[src/gpb_pkg.sv]
// gpb_pkg: offsets, field layouts and reset values of the pin bank
// assumes a 16-bit register port with byte offsets as printed
package gpb_pkg;

  // ***************************************************
  // bus widths
  // ***************************************************
  localparam int ADDR_W = 16;
  localparam int DATA_W = 16;

  // ***************************************************
  // register offsets
  // ***************************************************
  localparam logic [15:0] OFS_G_DATA = 16'h0c18;
  localparam logic [15:0] OFS_G_FUNC = 16'h0c1a;
  localparam logic [15:0] OFS_TYPE = 16'h0c24;
  localparam logic [15:0] OFS_POL = 16'h0c26;
  localparam logic [15:0] OFS_EN = 16'h0c28;
  localparam logic [15:0] OFS_STAT = 16'h0c2a;
  localparam logic [15:0] OFS_MASK = 16'h0c2c;

  // ***************************************************
  // fields and modes
  // ***************************************************
  localparam int PA_LSB = 4;
  localparam int PB_LSB = 12;
  localparam logic [1:0] MODE_IN = 2'h0;
  localparam logic [1:0] MODE_RSV = 2'h1;
  localparam logic [1:0] MODE_OUT = 2'h2;
  localparam logic [1:0] MODE_ALT2 = 2'h3;
  localparam logic [15:0] IRQ_BITS = 16'hf0f0;

  // ***************************************************
  // reset values
  // ***************************************************
  localparam logic [15:0] RST_REG = 16'h0000;

endpackage
[src/gpb_bank.sv]
// gpb_bank: port g data and function logic, port a/b pin interrupts
// assumes a same-clock register master; pins are asynchronous
//
// Behaviour
// input pin reads back sampled pin level
// output pin reads back stored data bit
// output pin drives stored data level
// mode 00 in, 10 out, 11 alt2
// five two-bit mode fields, bits 9..0
// software never writes 0x0c10 to 0x0c16
// software never writes 0x0c1c to 0x0c22
// port b type bit: level or edge
// port a type bit: level or edge
// port b polarity: high/rising or low/falling
// port a polarity: high/rising or low/falling
// software clears status before changing trigger
// port b enable bits gate interrupt generation
// software configures trigger before enabling pin
// enabled trigger condition sets status bit
// reserved bits 11..8 reset to zero
// port a enable bits gate interrupt generation
// status bit clears on one then zero
// synchronise pins, merge status into irq
`timescale 1ns/100ps
module gpb_bank
  import gpb_pkg::*;
#(
  parameter int G_PINS = 5,
  parameter int IRQ_PINS = 4
) (
  // clock and reset
  input wire logic clk_sys,
  input wire logic rst,
  // register port
  input wire logic [ADDR_W-1:0] addr,
  input wire logic [DATA_W-1:0] wr_data,
  input wire logic wr_stb,
  input wire logic rd_stb,
  output logic [DATA_W-1:0] rd_data,
  // port g pins
  input wire logic [G_PINS-1:0] port_g_pins_in,
  output logic [G_PINS-1:0] port_g_pins_out,
  output logic [G_PINS-1:0] port_g_pins_oe,
  // second alternate function
  input wire logic [G_PINS-1:0] alt2_out,
  input wire logic [G_PINS-1:0] alt2_oe,
  output logic [G_PINS-1:0] alt2_in,
  // port a and b pins 7..4
  input wire logic [IRQ_PINS-1:0] port_a_pins_in,
  input wire logic [IRQ_PINS-1:0] port_b_pins_in,
  // interrupt
  output logic irq
);

  // ***************************************************
  // pin synchronisers
  // ***************************************************
  logic [G_PINS-1:0] g_sync1;
  logic [G_PINS-1:0] g_sync2;
  logic [IRQ_PINS-1:0] a_sync1;
  logic [IRQ_PINS-1:0] a_sync2;
  logic [IRQ_PINS-1:0] a_prev;
  logic [IRQ_PINS-1:0] b_sync1;
  logic [IRQ_PINS-1:0] b_sync2;
  logic [IRQ_PINS-1:0] b_prev;

  // two-stage pin sync
  always_ff @(posedge clk_sys) begin
    if (rst) begin
      g_sync1 <= '0;
      g_sync2 <= '0;
      a_sync1 <= '0;
      a_sync2 <= '0;
      a_prev <= '0;
      b_sync1 <= '0;
      b_sync2 <= '0;
      b_prev <= '0;
    end else begin
      g_sync1 <= port_g_pins_in;
      g_sync2 <= g_sync1;
      a_sync1 <= port_a_pins_in;
      a_sync2 <= a_sync1;
      a_prev <= a_sync2;
      b_sync1 <= port_b_pins_in;
      b_sync2 <= b_sync1;
      b_prev <= b_sync2;
    end
  end

  // ***************************************************
  // port g pin decode
  // ***************************************************
  logic [G_PINS-1:0] g_data;
  logic [2*G_PINS-1:0] g_func;
  logic [G_PINS-1:0] g_is_out;
  logic [G_PINS-1:0] g_is_alt;
  logic [G_PINS-1:0] g_rd;
  logic [G_PINS-1:0] g_out_d;
  logic [G_PINS-1:0] g_oe_d;

  for (genvar i = 0; i < G_PINS; i++) begin : g_pin
    // mode field decode
    assign g_is_out[i] = (g_func[2*i+1 -: 2] == MODE_OUT);
    assign g_is_alt[i] = (g_func[2*i+1 -: 2] == MODE_ALT2);
    // input reads pin level
    // output reads stored bit
    assign g_rd[i] = g_is_out[i] ? g_data[i] : g_sync2[i];
    // output drives data level
    assign g_out_d[i] = g_is_out[i] ? g_data[i] :
                        g_is_alt[i] ? alt2_out[i] : 1'b0;
    assign g_oe_d[i] = g_is_out[i] | (g_is_alt[i] & alt2_oe[i]);
  end

  // ***************************************************
  // interrupt event detect
  // ***************************************************
  logic [15:0] trig_type;
  logic [15:0] pol;
  logic [15:0] en;
  logic [IRQ_PINS-1:0] ev_a;
  logic [IRQ_PINS-1:0] ev_b;
  logic [15:0] ev_vec;

  for (genvar i = 0; i < IRQ_PINS; i++) begin : irq_pin
    logic lvl_a;
    logic old_a;
    logic lvl_b;
    logic old_b;
    // port b polarity select
    // port a polarity select
    assign lvl_a = a_sync2[i] ^ pol[PA_LSB+i];
    assign old_a = a_prev[i] ^ pol[PA_LSB+i];
    assign lvl_b = b_sync2[i] ^ pol[PB_LSB+i];
    assign old_b = b_prev[i] ^ pol[PB_LSB+i];
    // port a level or edge
    // port a enable gate
    assign ev_a[i] = en[PA_LSB+i] &
      (trig_type[PA_LSB+i] ? (lvl_a & ~old_a) : lvl_a);
    // port b level or edge
    // port b enable gate
    assign ev_b[i] = en[PB_LSB+i] &
      (trig_type[PB_LSB+i] ? (lvl_b & ~old_b) : lvl_b);
  end

  assign ev_vec = {ev_b, 4'h0, ev_a, 4'h0};

  // ***************************************************
  // register file
  // ***************************************************
  logic [15:0] stat;
  logic [15:0] armed;
  logic [15:0] mask;
  logic [15:0] clr;
  logic [G_PINS-1:0] next_g_data;
  logic [2*G_PINS-1:0] next_g_func;
  logic [15:0] next_trig_type;
  logic [15:0] next_pol;
  logic [15:0] next_en;
  logic [15:0] next_mask;
  logic [15:0] next_stat;
  logic [15:0] next_armed;
  logic [DATA_W-1:0] next_rd_data;
  logic next_irq;

  always_comb begin
    next_g_data = g_data;
    next_g_func = g_func;
    next_trig_type = trig_type;
    next_pol = pol;
    next_en = en;
    next_mask = mask;
    next_armed = armed;
    clr = '0;
    if (wr_stb) begin
      case (addr)
        OFS_G_DATA: next_g_data = wr_data[G_PINS-1:0];
        // mode fields in low bits
        OFS_G_FUNC: next_g_func = wr_data[2*G_PINS-1:0];
        // reserved bits stay zero
        OFS_TYPE: next_trig_type = wr_data & IRQ_BITS;
        OFS_POL: next_pol = wr_data & IRQ_BITS;
        OFS_EN: next_en = wr_data & IRQ_BITS;
        OFS_MASK: next_mask = wr_data & IRQ_BITS;
        OFS_STAT: begin
          // one then zero clears
          next_armed = wr_data & IRQ_BITS;
          clr = armed & ~wr_data;
        end
        default: next_armed = armed;
      endcase
    end
    // event sets, set beats clear
    next_stat = (stat & ~clr) | ev_vec;
    next_rd_data = '0;
    if (rd_stb) begin
      case (addr)
        OFS_G_DATA: next_rd_data = DATA_W'(g_rd);
        OFS_G_FUNC: next_rd_data = DATA_W'(g_func);
        OFS_TYPE: next_rd_data = trig_type;
        OFS_POL: next_rd_data = pol;
        OFS_EN: next_rd_data = en;
        OFS_STAT: next_rd_data = stat;
        OFS_MASK: next_rd_data = mask;
        default: next_rd_data = '0;
      endcase
    end
    // merge unmasked status
    next_irq = |(stat & mask);
  end

  always_ff @(posedge clk_sys) begin
    if (rst) begin
      g_data <= '0;
      g_func <= '0;
      trig_type <= RST_REG;
      pol <= RST_REG;
      en <= RST_REG;
      mask <= RST_REG;
      stat <= RST_REG;
      armed <= RST_REG;
      rd_data <= '0;
      irq <= 1'b0;
      port_g_pins_out <= '0;
      port_g_pins_oe <= '0;
      alt2_in <= '0;
    end else begin
      g_data <= next_g_data;
      g_func <= next_g_func;
      trig_type <= next_trig_type;
      pol <= next_pol;
      en <= next_en;
      mask <= next_mask;
      stat <= next_stat;
      armed <= next_armed;
      rd_data <= next_rd_data;
      irq <= next_irq;
      port_g_pins_out <= g_out_d;
      port_g_pins_oe <= g_oe_d;
      alt2_in <= g_sync2 & g_is_alt;
    end
  end

  // ***************************************************
  // checks
  // ***************************************************
  in_read_back_a: assert property (@(posedge clk_sys) disable iff (rst)
    (rd_stb && addr == OFS_G_DATA) |=>
    ((rd_data[G_PINS-1:0] & ~$past(g_is_out)) ==
     ($past(g_sync2) & ~$past(g_is_out))))
    else $error("input pin read wrong");

  out_read_back_a: assert property (@(posedge clk_sys) disable iff (rst)
    (rd_stb && addr == OFS_G_DATA) |=>
    ((rd_data[G_PINS-1:0] & $past(g_is_out)) ==
     ($past(g_data) & $past(g_is_out))))
    else $error("output pin read wrong");

  out_drive_a: assert property (@(posedge clk_sys) disable iff (rst)
    ##1 ((port_g_pins_out & $past(g_is_out)) ==
     ($past(g_data) & $past(g_is_out))))
    else $error("driven level wrong");

  mode_decode_a: assert property (@(posedge clk_sys) disable iff (rst)
    ##1 (port_g_pins_oe ==
     ($past(g_is_out) | ($past(g_is_alt) & $past(alt2_oe)))))
    else $error("pin enable wrong");

  func_layout_a: assert property (@(posedge clk_sys) disable iff (rst)
    (wr_stb && addr == OFS_G_FUNC) ##1 !wr_stb ##1
    (rd_stb && addr == OFS_G_FUNC)
    |=> rd_data == ($past(wr_data, 3) & 16'h03ff))
    else $error("function field lost");

  rsv_zero_a: assert property (@(posedge clk_sys) disable iff (rst)
    ((trig_type | pol | en) & ~IRQ_BITS) == 16'h0000)
    else $error("reserved bits set");

  port_b_edge_a: assert property (@(posedge clk_sys) disable iff (rst)
    (en[PB_LSB] && trig_type[PB_LSB] &&
     (b_sync2[0] ^ pol[PB_LSB]) == (b_prev[0] ^ pol[PB_LSB]))
    |-> !ev_vec[PB_LSB])
    else $error("edge fired without edge");

  port_a_level_a: assert property (@(posedge clk_sys) disable iff (rst)
    (en[PA_LSB] && !trig_type[PA_LSB] &&
     (a_sync2[0] != pol[PA_LSB])) |=> stat[PA_LSB])
    else $error("level not recorded");

  gate_off_a: assert property (@(posedge clk_sys) disable iff (rst)
    (ev_vec & ~en) == 16'h0000)
    else $error("disabled pin fired");

  event_sticky_a: assert property (@(posedge clk_sys) disable iff (rst)
    (ev_vec != 16'h0000) |=>
    ((stat & $past(ev_vec)) == $past(ev_vec)))
    else $error("event not recorded");

  clear_seq_a: assert property (@(posedge clk_sys) disable iff (rst)
    (wr_stb && addr == OFS_STAT) |=>
    ((stat & $past(armed) & ~$past(wr_data) & ~$past(ev_vec)) ==
     16'h0000))
    else $error("status not cleared");

  irq_merge_a: assert property (@(posedge clk_sys) disable iff (rst)
    ((stat & mask) == 16'h0000) [*2] |-> !irq)
    else $error("irq without status");

endmodule

[config.mk]
export PLATFORM = sky130hd
export DESIGN_NAME = gpb_bank
export DESIGN_NICKNAME = d
export VERILOG_FILES = /design/src/gpb_pkg.sv /design/src/gpb_bank.sv
export SDC_FILE = /design/constraint.sdc
export NUM_CORES = 1
export LEC_CHECK = 0
export ABC_AREA = 1
export ABC_CLOCK_PERIOD_IN_PS = 1000
export BUFFER_PORTS_ARGS = -buffer_cell sky130_fd_sc_hd__buf_2
export CORE_ASPECT_RATIO = 0.75
export CORE_UTILIZATION = 38
export DETAILED_ROUTE_END_ITERATION = 8
export PLACE_DENSITY_LB_ADDON = 0.08
export REMOVE_ABC_BUFFERS = 1
export SLEW_MARGIN = 0
export SYNTH_ARGS = -nofsm -noshare
export SYNTH_HDL_FRONTEND = slang
export SYNTH_SLANG_ARGS = --single-unit
[constraint.sdc]
create_clock -name clk_sys -period 1 [get_ports clk_sys]
set_input_delay 0.05 -clock clk_sys [delete_from_list [all_inputs] [get_ports clk_sys]]
set_output_delay 0.05 -clock clk_sys [all_outputs]
set_load 0.005 [all_outputs]
==> results of run 1 <==
-- synth_stat cells, drive strengths merged --
master and count:
buf 13, a21oi 77, dfxtp 127, nand2 99, nor3 2, a221oi 2
nor4 5, nor2 101, clkbuf 16, o21ai 52, conb 1, and2 2
inv 89, o211ai 8, nand3 77
-- through the flow --
step / power (mW) / std cells / area, um2 / setup TNS (ns) / utilization, %
6_report: 11.8 / 1031 / 7210 / -0.0218 / 55.2
5_1_grt: 12.2 / 1031 / 7210 / -0.204 / 55.2
4_1_cts: 11.9 / 1024 / 7080 / -0.0694 / 54.2
3_5_place_dp: 5.72 / 949 / 6060 / -20.73 / 46.4
3_3_place_gp: 5.71 / 949 / 6060 / -19.77 / 46.4
2_1_floorplan: 5.40 / 643 / 4960 / -42.03 / -
-- flip-flops by register name, indices dropped and copies added, names as in the netlist, 5 cells and up --
register	count
pol	8
g_sync1	5
g_sync2	5
alt2_in	5
port_g_pins_out	5
rd_data	14
stat	8
mask	8
g_func	10
armed	8
port_g_pins_oe	5
trig_type	8
en	8
g_data	5
-- repair_timing --
action,in CTS,in global routing
hold endpoints to repair,64,0
resized for setup,6,38
pin swaps,6,13
gates cloned,0,0
hold buffers,38,0
endpoints found under the setup margin,8,29
setup buffers,6,8
-- metal layers --
metal | vias up | share of wire, %
met5 | - | 0
met4 | 0 | 0.84
met3 | 13 | 6.0
met2 | 146 | 45
met1 | 2274 | 48
li1 | 2519 | -
-- layout by cell type (no fill, tap or decap) --
cell type	Yosys	layout
a21oi_1	77	75
a21oi_2	0	2
a221oi_1	2	1
a221oi_2	0	1
and2_4	1	2
buf_12	0	8
buf_2	3	86
buf_4	4	54
bufinv_16	0	3
clkbuf_1	16	3
clkbuf_16	0	17
clkinv_2	0	3
clkinvlp_4	0	5
conb_1	1	2
dfxtp_1	127	117
dfxtp_2	0	10
dlygate4sd3_1	0	38
inv_1	85	80
inv_2	4	9
nand2_1	92	90
nand2_2	5	7
nand2_4	2	2
nand3_1	74	74
nand3_2	3	3
nor2_1	88	81
nor2_2	2	6
nor2_4	8	11
nor2_8	3	3
nor3_1	2	2
nor4_1	5	4
nor4_2	0	1
o211ai_1	8	8
o21ai_0	39	30
o21ai_1	13	19
o21ai_2	0	3
-- area by class of cell --
cell class,count,area [um2],area share (%)
clock buffer,20,437,6.06
clock inverter,11,143,1.98
inverter,89,334,4.63
multi-input combinational,427,2150,29.8
sequential,127,2550,35.4
tap,171,214,2.97
timing repair buffer,186,1380,19.1
-- cell families after synthesis --
group                  after synthesis
flip-flops                         127
buffers and inverters              118
other                                1
AO/OA/AOI/OAI                      139
AND/OR/NAND/NOR                    286
-- report_power, final --
| part | switching (mW) | leakage, nW | internal, mW |
|---|---|---|---|
| combinational | 0.322 | 1.79 | 0.277 |
| clock | 2.22 | 0.268 | 3.88 |
| sequential | 0.0168 | 1.03 | 5.12 |
-- critical path: stages (launching register included) --
cell and delay (ns):
dfxtp_2 0.33, inv_2 0.05, nor2_4 0.09, nand2_2 0.07, o21ai_2 0.06, inv_1 0.05, nor2_1 0.09, nor2_1 0.06
a21oi_2 0.14
-- final timing paths --
kind                          startpoint                      to  slack [ns]  cells past startpoint
setup / recovery  g_func[9]$_SDFFE_PP0P_   rd_data[4]$_SDFF_PP0_       -0.02                      8
hold / removal                       rst  g_func[3]$_SDFFE_PP0P_        0.06                      4
setup reg to reg  g_func[9]$_SDFFE_PP0P_   rd_data[4]$_SDFF_PP0_       -0.02                      8
hold reg to reg    b_sync1[1]$_SDFF_PP0_   b_sync2[1]$_SDFF_PP0_        0.40                      2
==> results.py, run 1 <==
metrics = {
    "logic_synthesis": {
        "synth_fa_ha_area_share_pct": 0,
        "synth_area_mm2": 0.00512,
        "synthTopCellsByArea": "dfxtp_1 (50%), a21oi_1 (7.5%), nand3_1 (7.2%), nand2_1 (6.7%), nor2_1 (6.4%)",
        "synth_top_family_by_area": "simple AND/OR/NAND/NOR gates",
        "synth_compound_area_share_pct": 14.1,
        "seq_area_frac_synth_pct": 49.6,
        "synth_xor_area_share_pct": 0,
        "ys_ff_latch": 127,
        "post_synth.cell_area_avg_um2": 7.64,
        "synth.distinct_cells": 26,
        "post_synth_and_or_nand_nor_area_fraction_pct": 26.3,
        "synth_area_leader_cell": "dfxtp_1",
        "yosysWarnings": 0,
        "syn_inst": 671,
        "synth.mux.area_fraction_pct": 0,
        "synth_top_area_share_pct": 49.6,
    },
    "pwr": {
        "pwr_density_cell_mw_per_mm2": 1640,
        "ir_drop_mv": 1.21,
        "p_leak_nw": 3.09,
    },
    "die": {
        "die_w_um": 136,
        "die_h_um": 103,
        "ioPinCount": 91,
        "initial_utilization_pct": 39.2,
        "die_area_mm2": 0.0140,
        "num_rows": 36,
        "core_mm2": 0.0131,
    },
    "placed_design": {
        "dp_hpwl_mm": 9.78,
        "pre_cts_ws_ns": -0.446,
        "gp_congestion": 0.876,
        "port_buffers": 86,
    },
    "grt": {
        "overflow": 0,
        "grt_util_met3_pct": 5.31,
        "grt_pass1_vias": 4642,
        "grt_use_met1_pct": 30.0,
        "antenna_found_initial": 0,
        "grt_pass1_wl_mm": 23.4,
        "met2_usage_pct": 35.0,
        "grt.busiest_layer": "met2",
        "grt_max_degree": 53,
        "grt_usage_pct": 22.1,
    },
    "worst_setup_path": {
        "crit_fanout": 2,
        "critPathRequiredTime_ns": 1.34,
        "crit_type": "reg -> reg",
        "arrival_ns": 1.36,
        "worst_setup_path_start_kind": "register",
        "cp-end-kind": "register",
    },
    "route": {
        "wire_per_inst_um": 14.0,
        "wl_mm": 14.4,
        "firstDrtPassIters": 5,
        "ant_nets": 0,
        "vias": 4952,
        "via_per_inst": 4.80,
        "drc": 0,
        "drt-initial-drc-count": 318,
    },
    "finish": {
        "nNetsFinal": 907,
        "nFillCells": 1265,
        "area_growth_pct": 40.7,
        "drive_gt1_share_pct": 27.4,
        "n_antenna_cell": 0,
    },
    "clock_tree": {
        "cts_root_buf": "clkbuf_16",
        "worstSkewPairLatency_ns": 0.41,
        "clk_pin_slew_worst_paths_ns": 0.05,
        "cts_sinks": 127,
        "numCtsBuffers": 17,
        "clock_path_buffers": 2,
        "htreeDepth": 4,
        "cts_tree": "done",
    },
    "timing": {
        "fmax_mhz": 979,
        "post-route-period-util_pct": 102,
        "slew_viol_final": 0,
        "finClkSkew_ns": 0.00670,
        "hold_violations": 0,
        "rsz0062_at_grt": "yes",
        "layout_setup_ws_ns": -0.0218,
        "fin_crit_ns": 1.02,
        "setup_viol": 1,
        "holdWs_ns": 0.0603,
    },
    "outcome": {
        "outcome": "finished with violations",
        "violations": "negative setup slack",
    },
    "flow_run": {
        "maxCapViolCount": 0,
    },
    "worst_hold_path": {
        "min_path_type": "in -> reg",
    },
}
Note: power is estimated with default switching activity, not from simulation.
==> run 2, diff against run 1 <==
- CTS_BUF_LIST: unset -> sky130_fd_sc_hd__clkbuf_4
==> results.py, run 2 (synthesis gave the netlist of run 1 again) <==
metrics = {
    "placed_design": {
        "gp_congestion": 0.876,
        "dpl_cell_area_mm2": 0.00606,
        "port_buffers": 86,
        "pre_cts_ws_ns": -0.446,
        "dp_hpwl_mm": 9.78,
    },
    "worst_setup_path": {
        "crit_type": "reg -> out",
        "worst_setup_path_start_kind": "register",
        "slowest_delay_ns": 0.33,
        "worst-path-buf-inv": 1,
        "crit_fanout": 1,
        "critPathRequiredTime_ns": 0.95,
        "crit_path_top_delay_cell": "dfxtp_2",
        "arrival_ns": 0.97,
        "cp-end-kind": "output port",
        "cp_top_family": "flip-flops",
        "path_cells": "buf_2",
    },
    "finish": {
        "top_register": "rd_data",
        "drive_gt1_share_pct": 27.7,
        "mostFrequentLayoutCells": "dfxtp_1 (107), nand2_1 (90), inv_1 (82), nor2_1 (82), buf_2 (82)",
        "n_antenna_cell": 0,
        "final_common_cell": "dfxtp_1",
        "area_growth_pct": 36.6,
        "reg.largest.list": "rd_data (14), g_func (10)",
        "largest_reg_flops": 14,
        "nNetsFinal": 911,
        "nFillCells": 1278,
        "stdcell_area_mm2": 0.00700,
    },
    "timing": {
        "finClkSkew_ns": 0.0171,
        "post-route-period-util_pct": 102,
        "fmax_mhz": 976,
        "holdWs_ns": -0.0193,
        "setup_viol": 15,
        "rsz0062_at_grt": "yes",
        "slew_viol_final": 0,
        "hold_violations": 5,
        "fin_crit_ns": 1.02,
        "layout_setup_ws_ns": -0.0244,
    },
    "grt": {
        "grt_max_degree": 53,
        "antenna_found_initial": 0,
        "grt_pass1_vias": 4702,
        "grt_pass1_wl_mm": 23.3,
        "overflow": 0,
        "grt_usage_pct": 21.9,
    },
    "die": {
        "die_area_mm2": 0.0140,
        "die_w_um": 136,
        "initial_utilization_pct": 39.2,
        "num_rows": 36,
        "core_mm2": 0.0131,
        "die_h_um": 103,
        "ioPinCount": 91,
    },
    "clock_tree": {
        "ctsHoldBuffers": 49,
        "clock_path_buffers": 2,
        "cts_root_buf": "clkbuf_4",
        "worstSkewPairLatency_ns": 0.52,
        "clk_pin_slew_worst_paths_ns": 0.12,
        "cts_tree": "done",
        "htreeDepth": 4,
        "numCtsBuffers": 17,
        "cts_sinks": 127,
    },
    "route": {
        "met3_wirelength_um": 956,
        "vias": 4933,
        "firstDrtPassIters": 5,
        "wl_mm": 14.4,
        "dr_wl_met2_mm": 6.41,
        "m1WireLength_mm": 6.95,
        "routed.top_layer": "met4",
        "via_per_inst": 4.77,
        "drc": 0,
        "drt-initial-drc-count": 337,
        "ant_nets": 0,
        "wire_per_inst_um": 13.9,
    },
    "outcome": {
        "violations": "negative hold slack, negative setup slack",
        "outcome": "finished with violations",
    },
    "worst_hold_path": {
        "min_path_type": "in -> reg",
    },
    "flow_run": {
        "maxCapViolCount": 0,
    },
    "pwr": {
        "power_mw": 9.44,
        "pwr_density_cell_mw_per_mm2": 1350,
        "p_leak_nw": 2.99,
        "ir_drop_mv": 0.638,
    },
}
run 2: cell count changes in the layout (fill, tap and decap cells not counted), moves of 3 or more:
| cell | delta |
|---|---|
| clkbuf_4 | +20 |
| buf_2 | -4 |
| buf_6 | +4 |
| clkbuf_1 | -3 |
| buf_4 | -6 |
| clkbuf_16 | -17 |
| dlygate4sd3_1 | +11 |
| dfxtp_1 | -10 |
| dfxtp_2 | +10 |
run 2: what timing repair did:
action	4_1_cts	5_1_grt
gates resized for setup	11	41
pin swaps	6	9
endpoints found under the setup margin	33	46
hold endpoints to repair	114	26
buffers inserted	2	5
run 2: final cells by class:
| class | count | area (um2) | share of cell area, % |
|---|---|---|---|
| flip-flops and latches | 127 | 2570 | 36.7 |
| clock inverters | 11 | 143 | 2.04 |
| multi-input cells | 427 | 2150 | 30.7 |
| repair buffers | 190 | 1450 | 20.7 |
| well taps | 171 | 214 | 3.06 |
| inverters | 89 | 334 | 4.77 |
| clock buffers | 20 | 150 | 2.14 |
run 2: per-layer routing:
metal	track usage [%]	vias up
met2	35.0	141
met5	0	-
met1	29.8	2256
met3	5.85	8
li1	-	2528
met4	4.87	0
run 2: path summary, 6_finish.rpt:
kind                                        startpoint                           end  slack [ns]  depth (start not counted)
worst max-delay path             alt2_in[2]$_SDFF_PP0_                    alt2_in[2]       -0.02                          1
worst min-delay path                               rst  port_g_pins_oe[1]$_SDFF_PP0_       -0.02                          3
worst max register to register  g_func[9]$_SDFFE_PP0P_         rd_data[4]$_SDFF_PP0_       -0.02                          8
worst min register to register   b_sync1[1]$_SDFF_PP0_         b_sync2[1]$_SDFF_PP0_        0.40                          2
run 2: stage by stage:
step	utilization [%]	TNS [ns]	cells
global route	53.6	-2.49	1035
finish	53.6	-0.148	1035
detailed placement	46.4	-20.73	949
floorplan	-	-42.03	643
global placement	46.4	-19.77	949
CTS	52.6	-1.07	1031
run 2: where the power goes:
group          total [mW]  leakage, nW  switching [mW]  internal (mW)
Combinational       0.631         1.81           0.328          0.304
Sequential           5.13         1.04          0.0169           5.11
Clock                3.68        0.147            1.89           1.79
